===== src/fcs_pkg.sv =====
// constants, register map and carrier types of the flash command sequencer
package fcs_pkg;
	// bus timing of the flash pins, 40 MHz clock
	localparam int CLK_PERIOD_NS = 25;
	localparam int T_WE_NS       = 50;
	localparam int T_WGAP_NS     = 50;
	localparam int T_ACC_NS      = 150;
	localparam int T_RGAP_NS     = 50;
	localparam int T_WAKE_RD_NS  = 1000;
	localparam int T_WAKE_WR_NS  = 500;
	localparam logic [7:0] CYC_WE      =
		8'((T_WE_NS + CLK_PERIOD_NS - 1) / CLK_PERIOD_NS);
	localparam logic [7:0] CYC_WGAP    =
		8'((T_WGAP_NS + CLK_PERIOD_NS - 1) / CLK_PERIOD_NS);
	localparam logic [7:0] CYC_ACC     =
		8'((T_ACC_NS + CLK_PERIOD_NS - 1) / CLK_PERIOD_NS);
	localparam logic [7:0] CYC_RGAP    =
		8'((T_RGAP_NS + CLK_PERIOD_NS - 1) / CLK_PERIOD_NS);
	localparam logic [7:0] CYC_WAKE_RD =
		8'((T_WAKE_RD_NS + CLK_PERIOD_NS - 1) / CLK_PERIOD_NS);
	localparam logic [7:0] CYC_WAKE_WR =
		8'((T_WAKE_WR_NS + CLK_PERIOD_NS - 1) / CLK_PERIOD_NS);

	// software register offsets
	localparam logic [3:0] REG_CTRL = 4'h0;
	localparam logic [3:0] REG_ADDR = 4'h4;
	localparam logic [3:0] REG_DATA = 4'h8;
	localparam logic [3:0] REG_STAT = 4'hc;
	// control fields
	localparam int CTRL_GO    = 0;
	localparam int CTRL_OP_LO = 1;
	localparam int CTRL_PWRDN = 7;
	// controller status fields
	localparam int ST_BUSY    = 0;
	localparam int ST_LOCK    = 1;
	localparam int ST_REFUSED = 2;
	localparam int ST_ABORT   = 3;
	localparam int ST_SEQERR  = 4;
	localparam int ST_WAKING  = 5;
	localparam int ST_DEV_LO  = 8;
	// operation codes written into the control register
	localparam logic [2:0] OP_READ   = 3'h0;
	localparam logic [2:0] OP_WRITE  = 3'h1;
	localparam logic [2:0] OP_ERASE  = 3'h2;
	localparam logic [2:0] OP_STATUS = 3'h3;
	localparam logic [2:0] OP_CLEAR  = 3'h4;

	// device status byte layout
	localparam int SR_READY      = 7;
	localparam int SR_ERASE_ERR  = 5;
	localparam int SR_WRITE_ERR  = 4;
	localparam int SR_SUPPLY_LOW = 3;
	localparam logic [7:0] SR_RESET_VAL = 8'h80;
	// device command codes
	localparam logic [7:0] CMD_READ_ARRAY    = 8'hff;
	localparam logic [7:0] CMD_WRITE_SETUP   = 8'h40;
	localparam logic [7:0] CMD_ERASE_SETUP   = 8'h20;
	localparam logic [7:0] CMD_ERASE_CONFIRM = 8'hd0;
	localparam logic [7:0] CMD_READ_STATUS   = 8'h70;
	localparam logic [7:0] CMD_CLEAR_STATUS  = 8'h50;

	typedef enum logic [2:0] {
		S_IDLE, S_NEXT, S_WR_PULSE, S_WR_GAP, S_RD_PULSE, S_RD_GAP
	} fcs_state_t;

	// pins driven towards the flash
	typedef struct packed {
		logic [19:0] addr;
		logic [7:0]  dq_out;
		logic        dq_oe;
		logic        ce_n;
		logic        oe_n;
		logic        we_n;
		logic        powerdown_reset_n;
	} fcs_pins_t;
endpackage


===== src/fcs_ctrl.sv =====
// host-side sequencer driving an 8-bit parallel flash through its pins
`timescale 1ns/100ps
module fcs_ctrl (
	input  wire logic             clk,            // system clock
	input  wire logic             reset,          // sync reset, high
	input  wire logic [3:0]       reg_addr,       // register offset
	input  wire logic [31:0]      reg_wdata,      // write data
	input  wire logic             reg_write,      // write strobe
	input  wire logic             reg_read,       // read strobe
	output logic [31:0]           reg_rdata,      // read data, next cycle
	output fcs_pkg::fcs_pins_t    flash,          // pins to the flash
	input  wire logic [7:0]       flash_dq_in,    // data bus from flash
	input  wire logic             ready_busy_out  // flash ready pin
);
	import fcs_pkg::*;

	fcs_state_t state;
	fcs_state_t next_state;
	fcs_pins_t  next_pins;
	logic [2:0]  op;
	logic [1:0]  step;
	logic [1:0]  next_step;
	logic [19:0] tgt_addr;
	logic [7:0]  tgt_data;
	logic [7:0]  last_status;
	logic [7:0]  read_byte;
	logic        pwrdn;
	logic        lock;
	logic        refused;
	logic        aborted;
	logic        tmr_load;
	logic [7:0]  tmr_val;
	logic        capture;
	logic        op_end;
	wire         tmr_done;
	wire         wake_rd_done;
	wire         wake_wr_done;

	// register decode
	wire         busy      = (state != S_IDLE);
	wire         ctrl_wr   = reg_write && (reg_addr == REG_CTRL);
	wire         go        = ctrl_wr && reg_wdata[CTRL_GO];
	wire [2:0]   new_op    = reg_wdata[CTRL_OP_LO +: 3];
	wire         new_prog  = (new_op == OP_WRITE) || (new_op == OP_ERASE);
	wire         next_pwrdn = ctrl_wr ? reg_wdata[CTRL_PWRDN] : pwrdn;
	wire         pd_enter  = next_pwrdn && !pwrdn;
	wire         wake_load = pwrdn && !next_pwrdn;
	wire         refuse_hit = go && !busy && lock && new_prog;
	wire         accept    = go && !busy && !pwrdn && !refuse_hit &&
		(new_op <= OP_CLEAR);

	// bus cycle plan: every operation opens with a command write
	wire         is_prog   = (op == OP_WRITE) || (op == OP_ERASE);
	wire [1:0]   last_step = is_prog ? 2'd3 :
		((op == OP_CLEAR) ? 2'd0 : 2'd1);
	wire         poll_step = is_prog && (step == 2'd2);
	wire         cyc_write = !(poll_step || (!is_prog && step == 2'd1));
	wire [7:0]   first_cmd =
		(op == OP_WRITE)  ? CMD_WRITE_SETUP :
		(op == OP_ERASE)  ? CMD_ERASE_SETUP :
		(op == OP_STATUS) ? CMD_READ_STATUS :
		(op == OP_CLEAR)  ? CMD_CLEAR_STATUS :
		CMD_READ_ARRAY;
	wire [7:0]   second_cmd = (op == OP_WRITE) ? tgt_data :
		CMD_ERASE_CONFIRM;
	// the closing write puts the device back into array mode
	wire [7:0]   cyc_data  = (step == 2'd0) ? first_cmd :
		(step == 2'd1) ? second_cmd : CMD_READ_ARRAY;
	wire         dev_err   = last_status[SR_SUPPLY_LOW] ||
		last_status[SR_WRITE_ERR] || last_status[SR_ERASE_ERR];

	fcs_delay #(.W(8)) u_phase (
		.clk   (clk),
		.reset (reset),
		.load  (tmr_load),
		.value (tmr_val),
		.done  (tmr_done)
	);

	// wake-up waits restart when the reset pin is raised again
	fcs_delay #(.W(8)) u_wake_rd (
		.clk   (clk),
		.reset (reset),
		.load  (wake_load),
		.value (CYC_WAKE_RD),
		.done  (wake_rd_done)
	);

	fcs_delay #(.W(8)) u_wake_wr (
		.clk   (clk),
		.reset (reset),
		.load  (wake_load),
		.value (CYC_WAKE_WR),
		.done  (wake_wr_done)
	);

	// sequencer: one bus cycle at a time, each closed by a gap
	always_comb
	begin
		next_state = state;
		next_step  = step;
		tmr_load   = 1'b0;
		tmr_val    = 8'h00;
		capture    = 1'b0;
		op_end     = 1'b0;
		case (state)
			S_IDLE:
				if (accept)
				begin
					next_state = S_NEXT;
					next_step  = 2'd0;
				end
			S_NEXT:
				if (cyc_write && wake_wr_done)
				begin
					next_state = S_WR_PULSE;
					tmr_load   = 1'b1;
					tmr_val    = CYC_WE - 8'h01;
				end
				else if (!cyc_write && wake_rd_done &&
					(!poll_step || ready_busy_out))
				begin
					next_state = S_RD_PULSE;
					tmr_load   = 1'b1;
					tmr_val    = CYC_ACC - 8'h01;
				end
			S_WR_PULSE:
				if (tmr_done)
				begin
					next_state = S_WR_GAP;
					tmr_load   = 1'b1;
					tmr_val    = CYC_WGAP - 8'h01;
				end
			S_WR_GAP:
				if (tmr_done && step == last_step)
				begin
					next_state = S_IDLE;
					op_end     = 1'b1;
				end
				else if (tmr_done)
				begin
					next_state = S_NEXT;
					next_step  = step + 2'd1;
				end
			S_RD_PULSE:
				if (tmr_done)
				begin
					capture    = 1'b1;
					next_state = S_RD_GAP;
					tmr_load   = 1'b1;
					tmr_val    = CYC_RGAP - 8'h01;
				end
			S_RD_GAP:
				// a busy poll re-reads after output enable went high
				if (tmr_done && poll_step && !last_status[SR_READY])
					next_state = S_NEXT;
				else if (tmr_done && step == last_step)
				begin
					next_state = S_IDLE;
					op_end     = 1'b1;
				end
				else if (tmr_done)
				begin
					next_state = S_NEXT;
					next_step  = step + 2'd1;
				end
			default:
				next_state = S_IDLE;
		endcase
		// lowering the reset pin abandons the sequence at once; an
		// aborted sequence neither ends nor captures; the aborted flag sets and pd_enter resets status and lock
		if (next_pwrdn)
		begin
			next_state = S_IDLE;
			op_end     = 1'b0;
			capture    = 1'b0;
		end
	end

	// pin values follow the state they belong to, registered
	always_comb
	begin
		next_pins.addr   = tgt_addr;
		next_pins.dq_out = cyc_data;
		next_pins.dq_oe  = (next_state == S_WR_PULSE) ||
			(next_state == S_WR_GAP);
		// both enables low together only in a write pulse, command or data byte
		next_pins.we_n   = !(next_state == S_WR_PULSE);
		next_pins.oe_n   = !(next_state == S_RD_PULSE);
		next_pins.ce_n   = !((next_state == S_WR_PULSE) ||
			(next_state == S_RD_PULSE));
		next_pins.powerdown_reset_n = !next_pwrdn;
	end

	always_ff @(posedge clk)
	begin
		if (reset)
		begin
			state <= S_IDLE;
			step  <= 2'd0;
			flash <= '{addr: 20'h00000, dq_out: 8'h00, dq_oe: 1'b0,
				ce_n: 1'b1, oe_n: 1'b1, we_n: 1'b1,
				powerdown_reset_n: 1'b1};
		end
		else
		begin
			state <= next_state;
			step  <= next_step;
			flash <= next_pins;
		end
	end

	// software-written operands, frozen while a sequence runs
	always_ff @(posedge clk)
	begin
		if (reset)
		begin
			op       <= OP_READ;
			tgt_addr <= 20'h00000;
			tgt_data <= 8'h00;
			pwrdn    <= 1'b0;
		end
		else
		begin
			pwrdn <= next_pwrdn;
			if (accept)
				op <= new_op;
			if (reg_write && reg_addr == REG_ADDR && !busy)
				tgt_addr <= reg_wdata[19:0];
			if (reg_write && reg_addr == REG_DATA && !busy)
				tgt_data <= reg_wdata[7:0];
		end
	end

	// status mirror: the device byte plus the controller's own flags
	always_ff @(posedge clk)
	begin
		if (reset)
		begin
			last_status <= SR_RESET_VAL;
			read_byte   <= 8'h00;
		end
		else if (pd_enter)
			last_status <= SR_RESET_VAL;
		else
		begin
			if (capture && (poll_step || op == OP_STATUS))
				last_status <= flash_dq_in;
			else if (op_end && op == OP_CLEAR)
			begin
				last_status[SR_SUPPLY_LOW] <= 1'b0;
				last_status[SR_WRITE_ERR]  <= 1'b0;
				last_status[SR_ERASE_ERR]  <= 1'b0;
			end
			if (capture && op == OP_READ)
				read_byte <= flash_dq_in;
		end
	end

	// the lock keeps software from retrying before it clears status
	always_ff @(posedge clk)
	begin
		if (reset)
		begin
			lock    <= 1'b0;
			refused <= 1'b0;
			aborted <= 1'b0;
		end
		else
		begin
			if (op_end && is_prog && dev_err)
				lock <= 1'b1;
			else if (pd_enter || (op_end && op == OP_CLEAR))
				lock <= 1'b0;
			if (refuse_hit)
				refused <= 1'b1;
			else if (accept)
				refused <= 1'b0;
			if (pd_enter && busy)
				aborted <= 1'b1;
			else if (accept)
				aborted <= 1'b0;
		end
	end

	// read data, one cycle after the strobe; unmapped offsets give zero
	wire [31:0] stat_word = {16'h0000, last_status, 2'b00,
		!(wake_rd_done && wake_wr_done),
		last_status[SR_ERASE_ERR] && last_status[SR_WRITE_ERR],
		aborted, refused, lock, busy};
	wire [31:0] rd_mux =
		(reg_addr == REG_CTRL) ? {24'h000000, pwrdn, 3'b000, op, 1'b0} :
		(reg_addr == REG_ADDR) ? {12'h000, tgt_addr} :
		(reg_addr == REG_DATA) ? {24'h000000, read_byte} :
		(reg_addr == REG_STAT) ? stat_word : 32'h00000000;

	always_ff @(posedge clk)
	begin
		if (reset)
			reg_rdata <= 32'h00000000;
		else if (reg_read)
			reg_rdata <= rd_mux;
		else
			reg_rdata <= 32'h00000000;
	end
endmodule


===== src/fcs_delay.sv =====
// loadable down counter used for pulse widths and wake-up waits
`timescale 1ns/100ps
module fcs_delay #(
	parameter int W = 8
) (
	input  wire logic         clk,   // system clock
	input  wire logic         reset, // synchronous reset, high
	input  wire logic         load,  // restart the wait
	input  wire logic [W-1:0] value, // cycles to wait after load
	output logic              done   // count has run out
);
	logic [W-1:0] count;

	// after reset the counter is empty, so nothing waits on power-up
	always_ff @(posedge clk)
	begin
		if (reset)
			count <= '0;
		else if (load)
			count <= value;
		else if (count != '0)
			count <= count - 1'b1;
	end

	assign done = (count == '0);
endmodule


===== config.mk =====
export PLATFORM = sky130hd
export DESIGN_NAME = fcs_ctrl
export DESIGN_NICKNAME = d
export VERILOG_FILES = /design/src/fcs_pkg.sv /design/src/fcs_ctrl.sv /design/src/fcs_delay.sv
export SDC_FILE = /design/constraint.sdc
export NUM_CORES = 1
export LEC_CHECK = 0
export BUFFER_PORTS_ARGS = -buffer_cell sky130_fd_sc_hd__clkbuf_2
export CORE_ASPECT_RATIO = 0.6
export CORE_MARGIN = 3
export CORE_UTILIZATION = 40
export DETAILED_ROUTE_END_ITERATION = 6
export PLACE_DENSITY = 0.61
export SYNTH_ARGS = -nofsm -noshare
export SYNTH_HDL_FRONTEND = slang
export SYNTH_SLANG_ARGS = --single-unit

===== constraint.sdc =====
create_clock -name clk -period 4.5 [get_ports clk]
set_input_delay 0.225 -clock clk [delete_from_list [all_inputs] [get_ports clk]]
set_output_delay 0.225 -clock clk [all_outputs]
set_load 0.03 [all_outputs]

==> results of run 1 <==
## layout make-up
type / count / area (um^2) / area share, %
clock buffers: 20 / 456.7 / 6.870
clock inverters: 12 / 151.4 / 2.277
inverters: 17 / 63.81 / 0.9599
multi-input cells: 455 / 2648 / 39.83
flip-flops and latches: 133 / 2663 / 40.05
well taps: 170 / 212.7 / 3.200
repair buffers: 90 / 452.9 / 6.813
## through the flow
step | worst slack (ps) | cells | total power, mW | utilization, %
finish | 1911 | 897 | 3.476 | 50.31
CTS | 1908 | 897 | 3.491 | 50.31
global route | 1643 | 897 | 3.663 | 50.31
global placement | 1970 | 865 | 2.040 | 45.71
floorplan | 2560 | 647 | 1.930 | -
detailed placement | 1933 | 865 | 2.072 | 45.71
## cell usage in the layout (no fill, tap or decap), types with 11 or more instances in the layout
cell,synthesis,final
a21oi_1,63,63
clkbuf_16,0,17
clkbuf_2,0,89
conb_1,1,12
dfxtp_1,133,133
inv_1,17,17
mux2i_1,22,22
nand2_1,87,87
nand3_1,27,27
nor2_1,68,68
nor2b_1,25,25
nor3_1,15,15
xnor2_1,11,11
## layer usage
layer | global-route usage [%] | vias to the layer above | part of all wire, %
li1 | - | 2295 | -
met1 | 27.04 | 2199 | 51
met2 | 25.73 | 156 | 41
met3 | 5.296 | 20 | 6.0
met4 | 5.221 | 0 | 1.6
met5 | 0 | - | 0
## worst min-delay path: cells and delay by family
kind	cells	cell delay, ps
compound gates	1	50
buf+inv	1	80
simple gates	1	50
## cells in the mapped netlist (2+ instances only)
| library cell | instances |
|---|---|
| a21oi_1 | 63 |
| nor3b_1 | 6 |
| mux2i_1 | 22 |
| or4_1 | 3 |
| nand3_1 | 27 |
| buf_4 | 14 |
| buf_2 | 5 |
| dfxtp_1 | 133 |
| nor2_1 | 68 |
| or3_1 | 5 |
| a21boi_0 | 2 |
| nor4_2 | 3 |
| and2_0 | 2 |
| mux2_2 | 3 |
| clkbuf_1 | 20 |
| xor2_1 | 8 |
| a22oi_1 | 5 |
| o211ai_1 | 5 |
| xnor2_1 | 11 |
| nand4_1 | 2 |
| inv_1 | 17 |
| o21a_1 | 2 |
| nor2b_1 | 25 |
| and2_1 | 7 |
| a31oi_1 | 9 |
| a22o_1 | 3 |
| nor4_4 | 2 |
| ha_1 | 8 |
| nand2b_1 | 6 |
| nand2_1 | 87 |
| buf_1 | 2 |
| nor3_1 | 15 |
| a211oi_1 | 3 |
| nand3b_1 | 5 |
| o21ai_0 | 9 |
| and3_1 | 4 |
| nor4_1 | 2 |
## path summary, 6_finish.rpt
path,endpoint,from,slack (ps)
worst max-delay path,flash[3],u_wake_rd.count[0],1910
worst min-delay path,tgt_addr[14],reg_wdata[14],40
worst max register to register,flash[3],u_wake_rd.count[0],1910
worst min register to register,tgt_data[3],tgt_data[3],460
## power groups by stage
stage          Combinational [mW]  Sequential [mW]  Clock [mW]
2_1_floorplan               0.542             1.39           0
3_3_place_gp                0.649             1.39           0
3_5_place_dp                0.674             1.40           0
4_1_cts                     0.684             1.38        1.43
5_1_grt                     0.774             1.39        1.50
6_report                    0.684             1.38        1.42
## flip-flops by register name, summed over array words and instances (netlist names)
signal	flops
state	3
reg_rdata	20
flash	33
op	3
step	2
last_status	8
u_wake_wr.count	8
aborted	1
u_wake_rd.count	8
lock	1
pwrdn	1
read_byte	8
tgt_addr	20
u_phase.count	8
tgt_data	8
refused	1
## cells by family after synthesis
logic type | Yosys count
AO/OA/AOI/OAI | 111
XOR/XNOR | 19
other | 1
AND/OR/NAND/NOR | 278
adder cells (fa/ha/maj) | 10
buffers and inverters | 59
multiplexers | 25
flip-flops | 133
==> out/summary.md, run 1 <==
The run finished with clean final reports. The detailed router finished its first iteration with 334 violations. The TritonCTS buffer count was 17; the share of the synthesized area in compound gates (AO/OA/AOI/OAI) was 11.87%. Counting buffers and inverters, the worst setup path is 7 cells deep. The run gives 22.34 mm as the first-pass GRT wire length. Synthesized-area fraction occupied by and/or/nand/nor cells: 25.22%.

Measured against its own limit, the worst slew margin works out to 40.35%. The worst setup path is launched from a register. The worst hold path was traced through 3 stages. The most used flip-flop cell after synthesis is dfxtp_1.

The run gives 5557 um^2 as the synthesized area. Setup repair after global routing left no endpoint under its margin. Counting flops with a built-in enable in the synthesized netlist gives 0.

In this run the remaining antenna-violating nets after routing total 0. The via count of the first global-routing pass was 4369; the synthesized-area fraction occupied by xor and xnor cells was 2.995%. The tools report the CTS root buffer as clkbuf_16.

The tightest hold margin was 37.57 ps. Sequential elements use 47.92% of the synthesized area. For this design, the CTS-stage hold fixing added 0 buffers. Ranked by total cell area, the synthesized netlist is headed by dfxtp_1, nand2_1, a21oi_1. VDD sags by at most 0.3114 mV.

The tools report the core footprint as 13210 um^2. The total count of max-transition violations in the final report came out at 0. 114 I/O pins were placed.

The placed instances occupy a cell area of 6040 um^2. Type of the worst setup path: reg2reg. The run gives 0 as the post-cts gate resize count.

Derived from the worst setup path, the maximum achievable clock frequency is 0.3862 GHz. The shortest period the worst path allows is 2589 ps. Port buffering added 89 buffers. In this run, flip-flops and latches consume 39.6% of the power.

Setup violations remaining at the end of the flow were counted as 0. The total net switching power is 1.012 mW, and the via count normalized by instance count is 5.206. In the final routed layout, each cell accounts on average for 15.56 um. Routability-driven placement finished with a final weighted congestion of 0.8563.

Of the cells placed in the final design, the portion with a size suffix greater than 1 is 18.84%. Clock latency on the worst-skew pair, taken at its later pin, is 410 ps. The path class of the tightest hold or removal check is in2reg. Of the total power, combinational logic draws 19.7%. The cell type with the largest total area after synthesis was dfxtp_1. The switching share of power came out at 29.10%. The cell with the largest stage delay on the worst path is a311oi_1.

Summed over all nets, the half-perimeter wirelength after detailed placement is 10.00 mm. Row generation in the floorplan step produced 32 rows. The effective utilization at floorplan was 42.05%; the fraction of registers with async set or reset after synthesis was 0%. The capturing element type of the critical path was a register. In this run, the clock network consumes 40.7% of the power. The synthesized area per cell is 8.737 um^2. No sink is reached through more buffers than the 2 on the longest clock path. Global routing used 18.30% of the available tracks. The total number of vias came out at 4670. The area growth from synthesis to layout works out to 19.64%. Setup total negative slack on the finished layout was measured at 0 ps.

Counting cells, the worst reg-to-reg path comes to 7. The flip-flop and latch count after synthesis is 133. Number of distinct library cell variants in the gate-level netlist after synthesis: 60. The largest family of logic cells by synthesized area is simple AND/OR/NAND/NOR gates.

The signal on the critical path passes through inv_1 > ha_1 > nor3b_1 > and2_0 > o21ai_0 > a311oi_1 > o211ai_1. For the worst setup path, the data required time is 4750 ps. After global routing the overflow that remains totals 0. During synthesis, Yosys emitted a total of 0 warnings. The logs give 133 for the sink count of the clock tree and 2840 ps for the critical path arrival. For the pin with the worst max-slew slack, the measured transition is 892.9 ps.

The routed design has 13.96 mm of wire. Share of the synthesized area in the top cell type: 47.92%. The run gives 1267 as the number of fill cells in the layout. The mux share of post-synthesis cell area works out to 4.571%. On the critical path the largest part of the delay comes from compound AO/OA/AOI/OAI gates. For the final hold violation count, the log shows 0.

The worst stage delay on the critical path was 620 ps. The largest clock skew in the final design is 8.273 ps, and the ratio of total power to cell area is 523.0 nW/um^2. The critical path buffer and inverter count was 1; the number of diodes added for antenna fixing was 0. Summing the areas of all fa, ha and maj instances in the mapped netlist gives 2.184% of the synthesized area. For the number of antenna violations at the first check in global routing, the log shows 0. Entering global routing, the biggest net connects 84 pins. Die area: 15390 um^2.

After the last flow step, the layout net total stands at 771. Summing all non-filler instances in the final layout gives an area of 6648 um^2. Clock-pin slew was measured on the worst setup and hold paths at 60 ps. The die is 158.2 um wide. The post-synthesis cell count is 636. The worst-path maximum fanout is 5. Max-cap violations in this run came to 0. TritonCTS built the clock tree.

The internal cell power came out at 2.465 mW. The run gives 4 as the deepest level of the CTS H-tree. After layout, the worst path uses 57.54% of the clock period.

Measured along the y axis, the die boundary spans 97.30 um. The number of buffers inserted by post-CTS setup repair is 0, and the detailed-router iteration count before antenna repair is 5. In this run the static leakage power is 2.734 nW. For this run, design rule violations remaining after detail routing come to 0.
Note: power is estimated with default switching activity, not from simulation.
==> run 2, diff against run 1 <==
PLACE_DENSITY = 0.64   (was 0.61)
clock period = 2.2 ns   (was 4.5 ns; I/O delays follow)
==> run 2 against run 1 <==
  * Wire length grew 5.1%
  * Core utilization rose by 3.5 points
  * Total power increased by 110%
  * Via count up 5.3%
  * Cell area grew 7.0%
  * Sequential power rose by 100%
  * Non-clock buffer count up 49
  * Critical path depth is 1 higher
  * Sequential share of layout area fell by 2.6 points
  * Largest power group unchanged
  * Critical endpoint unchanged
  * Worst setup slack lost 1800 ps
==> out/summary.md, run 2 (synthesis gave the netlist of run 1 again) <==
The initialized floorplan defines 32 standard-cell rows. For this design the ratio of total power to cell area is 1020 nW/um^2. TritonCTS built the clock tree. The die is 158.2 um wide. The run gives 0 as the total count of max-transition violations in the final report. STA classifies the critical path endpoint as a register.

After clock tree synthesis, the clock-pin slew on the worst setup and hold paths is 60 ps. In this run the deepest clock path goes through 2 buffers. The post-layout total power was 7.253 mW. For this block, the via count after detailed routing is 4919.

For the worst setup path, the data required time is 2470 ps. The die covers 15390 um^2. Once the floorplan was initialized, standard cells occupied 42.05% of the core. For the worst setup path, the data arrival time is 2350 ps. The register bank with the most flops was flash. The post-route netlist has 21.78% of its cells at a drive strength greater than 1.

Leaving out fill and tap cells, the most frequent cell in the layout is dfxtp_1. Startpoint type of the worst setup path: a register. The per-cell routed wire length works out to 15.51 um. The worst setup path is of the reg2reg kind.

For this run, the share of the core covered by cells in the final layout is 53.82%. Leaving out fill and tap cells, the most frequent cells in the layout are dfxtp_1, clkbuf_2, nand2_1. The tools report the post-route setup TNS as 0 ps.

The run gives 4690 as the via count of the first global-routing pass. Final RePlAce weighted congestion: 0.8270. The number of diodes added for antenna fixing was 0.

The via count normalized by instance count is 5.200, and the worst slew margin relative to its limit is 54.29%. For this block, the initial DRC count from the detailed router was 351. For the worst setup slack for register-to-register paths, the log shows 120 ps. Counting every sink on the clock net gives 133. Pin placement for this block handled 114 I/O pins. The core footprint is 13210 um^2. The worst hold path was traced through 3 stages. The run gives 0.4807 GHz as the fmax. The total overflow reported by the global router was 0.

The area growth from synthesis to layout is 27.97%, and the worst-path maximum fanout is 5. The flow ran to the end, and the final reports show no timing, DRC or antenna violations. Clock tree synthesis inserted a total of 17 buffers. The worst path in the final design needs a cycle of 2080 ps, including I/O delays and setup. The run gives 0 as the final hold violation count.

Global routing used 19.18% of the available tracks. The run gives 0 as the number of antenna violations at the first check in global routing. The logs give 4 for the deepest level of the CTS H-tree and 14.67 mm for the wire length reported by the detailed router.

Measured slew at the worst slew-check pin: 682.4 ps. The wire-length estimate of the detail-placed layout is 10.51 mm. The tools report the leakage power total as 2.970 nW. The final layout contains 820 nets.

For the total setup violations reported at the end of the flow, the log shows 0. The number of max-cap violations was 0; the final worst-path cycle share was 94.56%. In the routed design, unresolved DRC markers number 0. The maximum vdd drop was 0.5471 mV; the count of antenna-violating nets left after detailed routing was 0. The first global-routing pass estimated 23.43 mm of wire. For this run, the detailed router's first-pass iteration total came to 5.

From bottom edge to top edge, the die measures 97.30 um. The number of cells on the worst reg-to-reg path is 8. The maximum number of pins on one net before global-route repair came out at 49.

Setup repair after global routing left no endpoint under its margin. The tools report the CTS root buffer as clkbuf_16. On the final layout, the worst clock skew is 7.727 ps.

The register with the most flip-flops in the layout has 33 of them. In the final layout, the registers with the most flip-flops are flash x33, reg_rdata x20, tgt_addr x20. The path class of the tightest hold or removal check is in2reg. The latest clock arrival within the worst-skew pair is 420 ps, and the count of buffers inserted at the top-level ports is 89.
[run 2: metal layers]
layer  track usage (%)  vias up  wire length (um)
met4             7.469        0               230
met3             4.228       22               917
met1             28.38     2318              7240
met5                 0        -                 0
li1                  -     2400                 -
met2             26.91      179              6283
[run 2: area by class of cell]
class / instances / area, um^2
flip-flops and latches: 133 / 2664
clock buffers: 22 / 494.2
fillers: 1234 / 6102
multi-input cells: 455 / 2679
repair buffers: 139 / 878.3
clock inverters: 10 / 118.9
well taps: 170 / 212.7
inverters: 17 / 63.81
[run 2: power breakdown]
group          leakage [nW]  switching (mW)  internal (mW)
clock network         0.295            1.06           1.82
logic                  1.60           0.841          0.704
registers              1.08           0.210           2.61
[run 2: final timing paths]
path / from / end
setup / recovery: u_wake_wr.count[0] / flash[3]
hold / removal: flash_dq_in[3] / read_byte[3]
setup reg to reg: u_wake_wr.count[0] / flash[3]
hold reg to reg: tgt_addr[7] / tgt_addr[7]
[run 2: metrics by stage]
stage          instance area (um^2)  std cells  worst slack, ps  hold WS (ps)
4_1_cts                        7063        944            19.36         8.651
5_1_grt                        7111        946            7.917         25.70
3_5_place_dp                   6220        889            70.16         347.0
2_1_floorplan                  5598        647            259.7         240.4
3_3_place_gp                   6220        889            154.4         342.6
6_report                       7111        946            119.7         26.73
[run 2: critical path, stage by stage (launching register included)]
cell and delay [ps]:
dfxtp_1 330, inv_1 90, ha_1 240, nor3b_2 250, and2_0 290, nand3_1 120, a311oi_1 350, buf_4 190
o211ai_1 80
[run 2: what timing repair did]
action | CTS | global route
hold buffers | 23 | 0
gates resized for setup | 0 | 9
endpoints found under the hold margin | 32 | 0
setup endpoints to repair | 0 | 20
buffers inserted | 0 | 2
==> run 3, diff against run 2 <==
PLACE_DENSITY = 0.61   (was 0.64)
clock period = 2 ns   (was 2.2 ns; I/O delays follow)
==> run 3 against run 2 <==
  * Clock-buffer cell count is 3 lower
  * First-iteration DRC count is 2.0% lower
  * Core utilization is 1.7 points higher
  * Highest routed layer unchanged
  * Worst hold slack better by 6.7 ps
  * Register-to-register slack worse by 40 ps
==> out/summary.md, run 3 (synthesis gave the netlist of run 1 again) <==
The run finished with clean final reports. The number of antenna violations at the first check in global routing is 0. The worst pin sits at a relative slew slack of 56.35%. The final layout contains 841 nets.

The internal power of the cells totals 5.921 mW. The count of nets left with antenna violations once routing finished came out at 0. The type of the worst setup path is reg2reg. For the effective utilization at floorplan, the log shows 42.05%.

Using the TritonRoute via totals, the vias-per-cell ratio works out to 5.076. Dividing total power by cell area gives a power density of 1126 nW/um^2. For the post-layout total power, the log shows 8.263 mW.

The total setup violations reported at the end of the flow was 0; the number of max-cap violations was 0. The run gives 2 as the maximum buffer depth of the clock tree. The area growth from synthesis to layout is 32.11%. Summed over all nets, the switching power comes to 2.342 mW.

Overall fraction of global-route tracks in use: 18.70%. The number of top-level design ports is 114. For hold timing, the worst endpoint is tgt_addr[3]. The fmax is 0.5217 GHz, and the die area is 15390 um^2. Measured along the x axis, the die boundary spans 158.2 um. The cell sitting at the root of the clock tree is a clkbuf_16. In this run the critical register-to-register path is captured at step[1]. For the pin with the worst max-slew slack, the measured transition is 651.7 ps. Counting instances, the worst hold path has a depth of 3. The tools report the maximum number of pins on one net before global-route repair as 52. The tools report the total count of max-transition violations in the final report as 0. The register with the most flip-flops in the layout has 33 of them.

The count of standard-cell rows was 32. The detailed-router iteration count before antenna repair was 4. The critical path goes through inv_1 > ha_2 > nor3b_4 > nand3_2 > o21bai_4 > or4_4 > a21oi_2. The class of the tightest hold or removal check is in2reg.

Clock latency on the worst-skew pair, taken at its later pin, is 410 ps. The critical path buffer and inverter count is 1. The detailed router finished its first iteration with 344 violations. Most common library cell in the layout ignoring fill and taps: dfxtp_1. In the final layout, the share of cells above drive strength 1 is 24.62%. The cell with the largest stage delay on the worst path is or4_4. The number of antenna diodes in the final layout is 0. After global routing the overflow that remains totals 0. The worst-path maximum fanout is 6, and the worst stage delay on the critical path is 500 ps. The count of cells in the finished layout, fillers not included, comes to 966. The clock edge transition at the registers on the reported setup and hold paths was 60 ps.

TritonCTS built the clock tree. TritonCTS created 17 clock buffers. The per-cell routed wire length was 15.03 um; the shortest period the worst path allows was 1917 ps. More flip-flops sit in one register than any other, and that register is flash. In the layout the commonest cells are dfxtp_1, clkbuf_2, nand2_1. Including well taps, the total number of placed cells is 908. For the worst setup slack for register-to-register paths, the log shows 80 ps. The switching share of power was 28.34%.

The clock arrives with 8.903 ps of skew. The fraction of power consumed by combinational cells was 22.4%. The final worst-path cycle share is 95.84%. The worst setup path is launched from a register.

Of the total power, registers draw 37.6%. The tools report the worst min-delay path startpoint as reg_wdata[3]. The leakage power total is 3.087 nW. The HPWL after detailed placement is 10.59 mm. For the worst setup path, the data required time is 2340 ps. The deepest level of the CTS H-tree is 4, and the relative contribution of the clock network to total power is 40.0%. Final hold violation count: 0. The tools report the capturing element type of the critical path as a register. The tools report the first-pass GRT wire length as 22.97 mm. The via count of the first global-routing pass is 4638, and the maximum vdd drop is 0.8261 mV.

The cell family contributing the most delay on the critical path is simple AND/OR/NAND/NOR gates. After routing, the total negative slack on setup checks comes to 0 ps. The worst register-to-register path begins at u_phase.count[0]. The count of buffers inserted at the top-level ports works out to 89. The die span in y was 97.30 um. Wire length reported by the detailed router: 14.52 mm. The logs give 0.8509 for the final RePlAce weighted congestion and 0 for the post-detailed-route DRC marker count. The run gives 4903 as the total number of vias.

The tree built by TritonCTS fans out to 133 sinks. The core footprint is 13210 um^2, and the critical path arrival is 2260 ps. The number of cells on the worst reg-to-reg path is 7. In the final layout, the registers with the most flip-flops are flash x33, reg_rdata x20, tgt_addr x20.
==> run 3: metrics by stage <==
stage	utilization, %	hold slack, ps	setup slack [ps]	instance area (um^2)
3_5_place_dp	48.34	336.6	-1.780	6387
6_report	55.56	33.40	83.12	7341
4_1_cts	55.01	13.27	9.527	7268
3_3_place_gp	48.34	333.3	45.97	6387
5_1_grt	55.56	34.03	-18.59	7341
2_1_floorplan	-	230.4	59.73	5598
==> run 3: area by class of cell <==
| cell class | count | area, um^2 |
|---|---|---|
| inverters | 17 | 63.81 |
| clock buffers | 19 | 452.9 |
| multi-input cells | 455 | 2706 |
| flip-flops and latches | 133 | 2664 |
| repair buffers | 160 | 1064 |
| clock inverters | 12 | 177.7 |
| well taps | 170 | 212.7 |
| fillers | 1227 | 5872 |
==> run 3: worst reg2reg max path, cell delays in order (launching register included) <==
cell	delay, ps
dfxtp_2	330
inv_1	80
ha_2	180
nor3b_4	280
nand3_2	130
o21bai_4	230
or4_4	500
a21oi_2	110
==> run 3: worst max-delay path by stage <==
stage	start	end	slack, ps	depth (start not counted)
5_1_grt	step[1]	flash[3]	-20	8
3_5_place_dp	u_wake_wr.count[0]	flash[3]	-2	8
2_1_floorplan	u_wake_rd.count[0]	flash[3]	60	7
3_3_place_gp	u_wake_rd.count[0]	flash[1]	50	8
4_1_cts	u_wake_rd.count[0]	flash[3]	10	8
6_report	u_phase.count[0]	step[1]	80	7
==> run 3: power groups by stage <==
stage	logic [mW]	registers (mW)	clock network, mW
finish	1.85	3.11	3.31
global route	2.09	3.14	3.48
CTS	1.79	3.09	3.34
detailed placement	1.74	3.15	0
global placement	1.67	3.13	0
floorplan	1.22	3.12	0
==> run 3: layer usage <==
layer  vias up  routed length, um  global-route usage [%]
met5         -                  0                       0
met4         0                218                   5.486
met3        20                785                   4.183
met2       148               6096                   27.04
met1      2290               7423                   27.66
li1       2445                  -                       -
==> run 3: what timing repair did <==
| item | CTS | global route |
|---|---|---|
| resized for setup | 2 | 16 |
| pin swaps | 0 | 4 |
| gates cloned | 0 | 0 |
| buffers inserted | 0 | 3 |
| hold buffers | 24 | 0 |
| setup endpoints to repair | 4 | 17 |
| hold endpoints to repair | 34 | 0 |
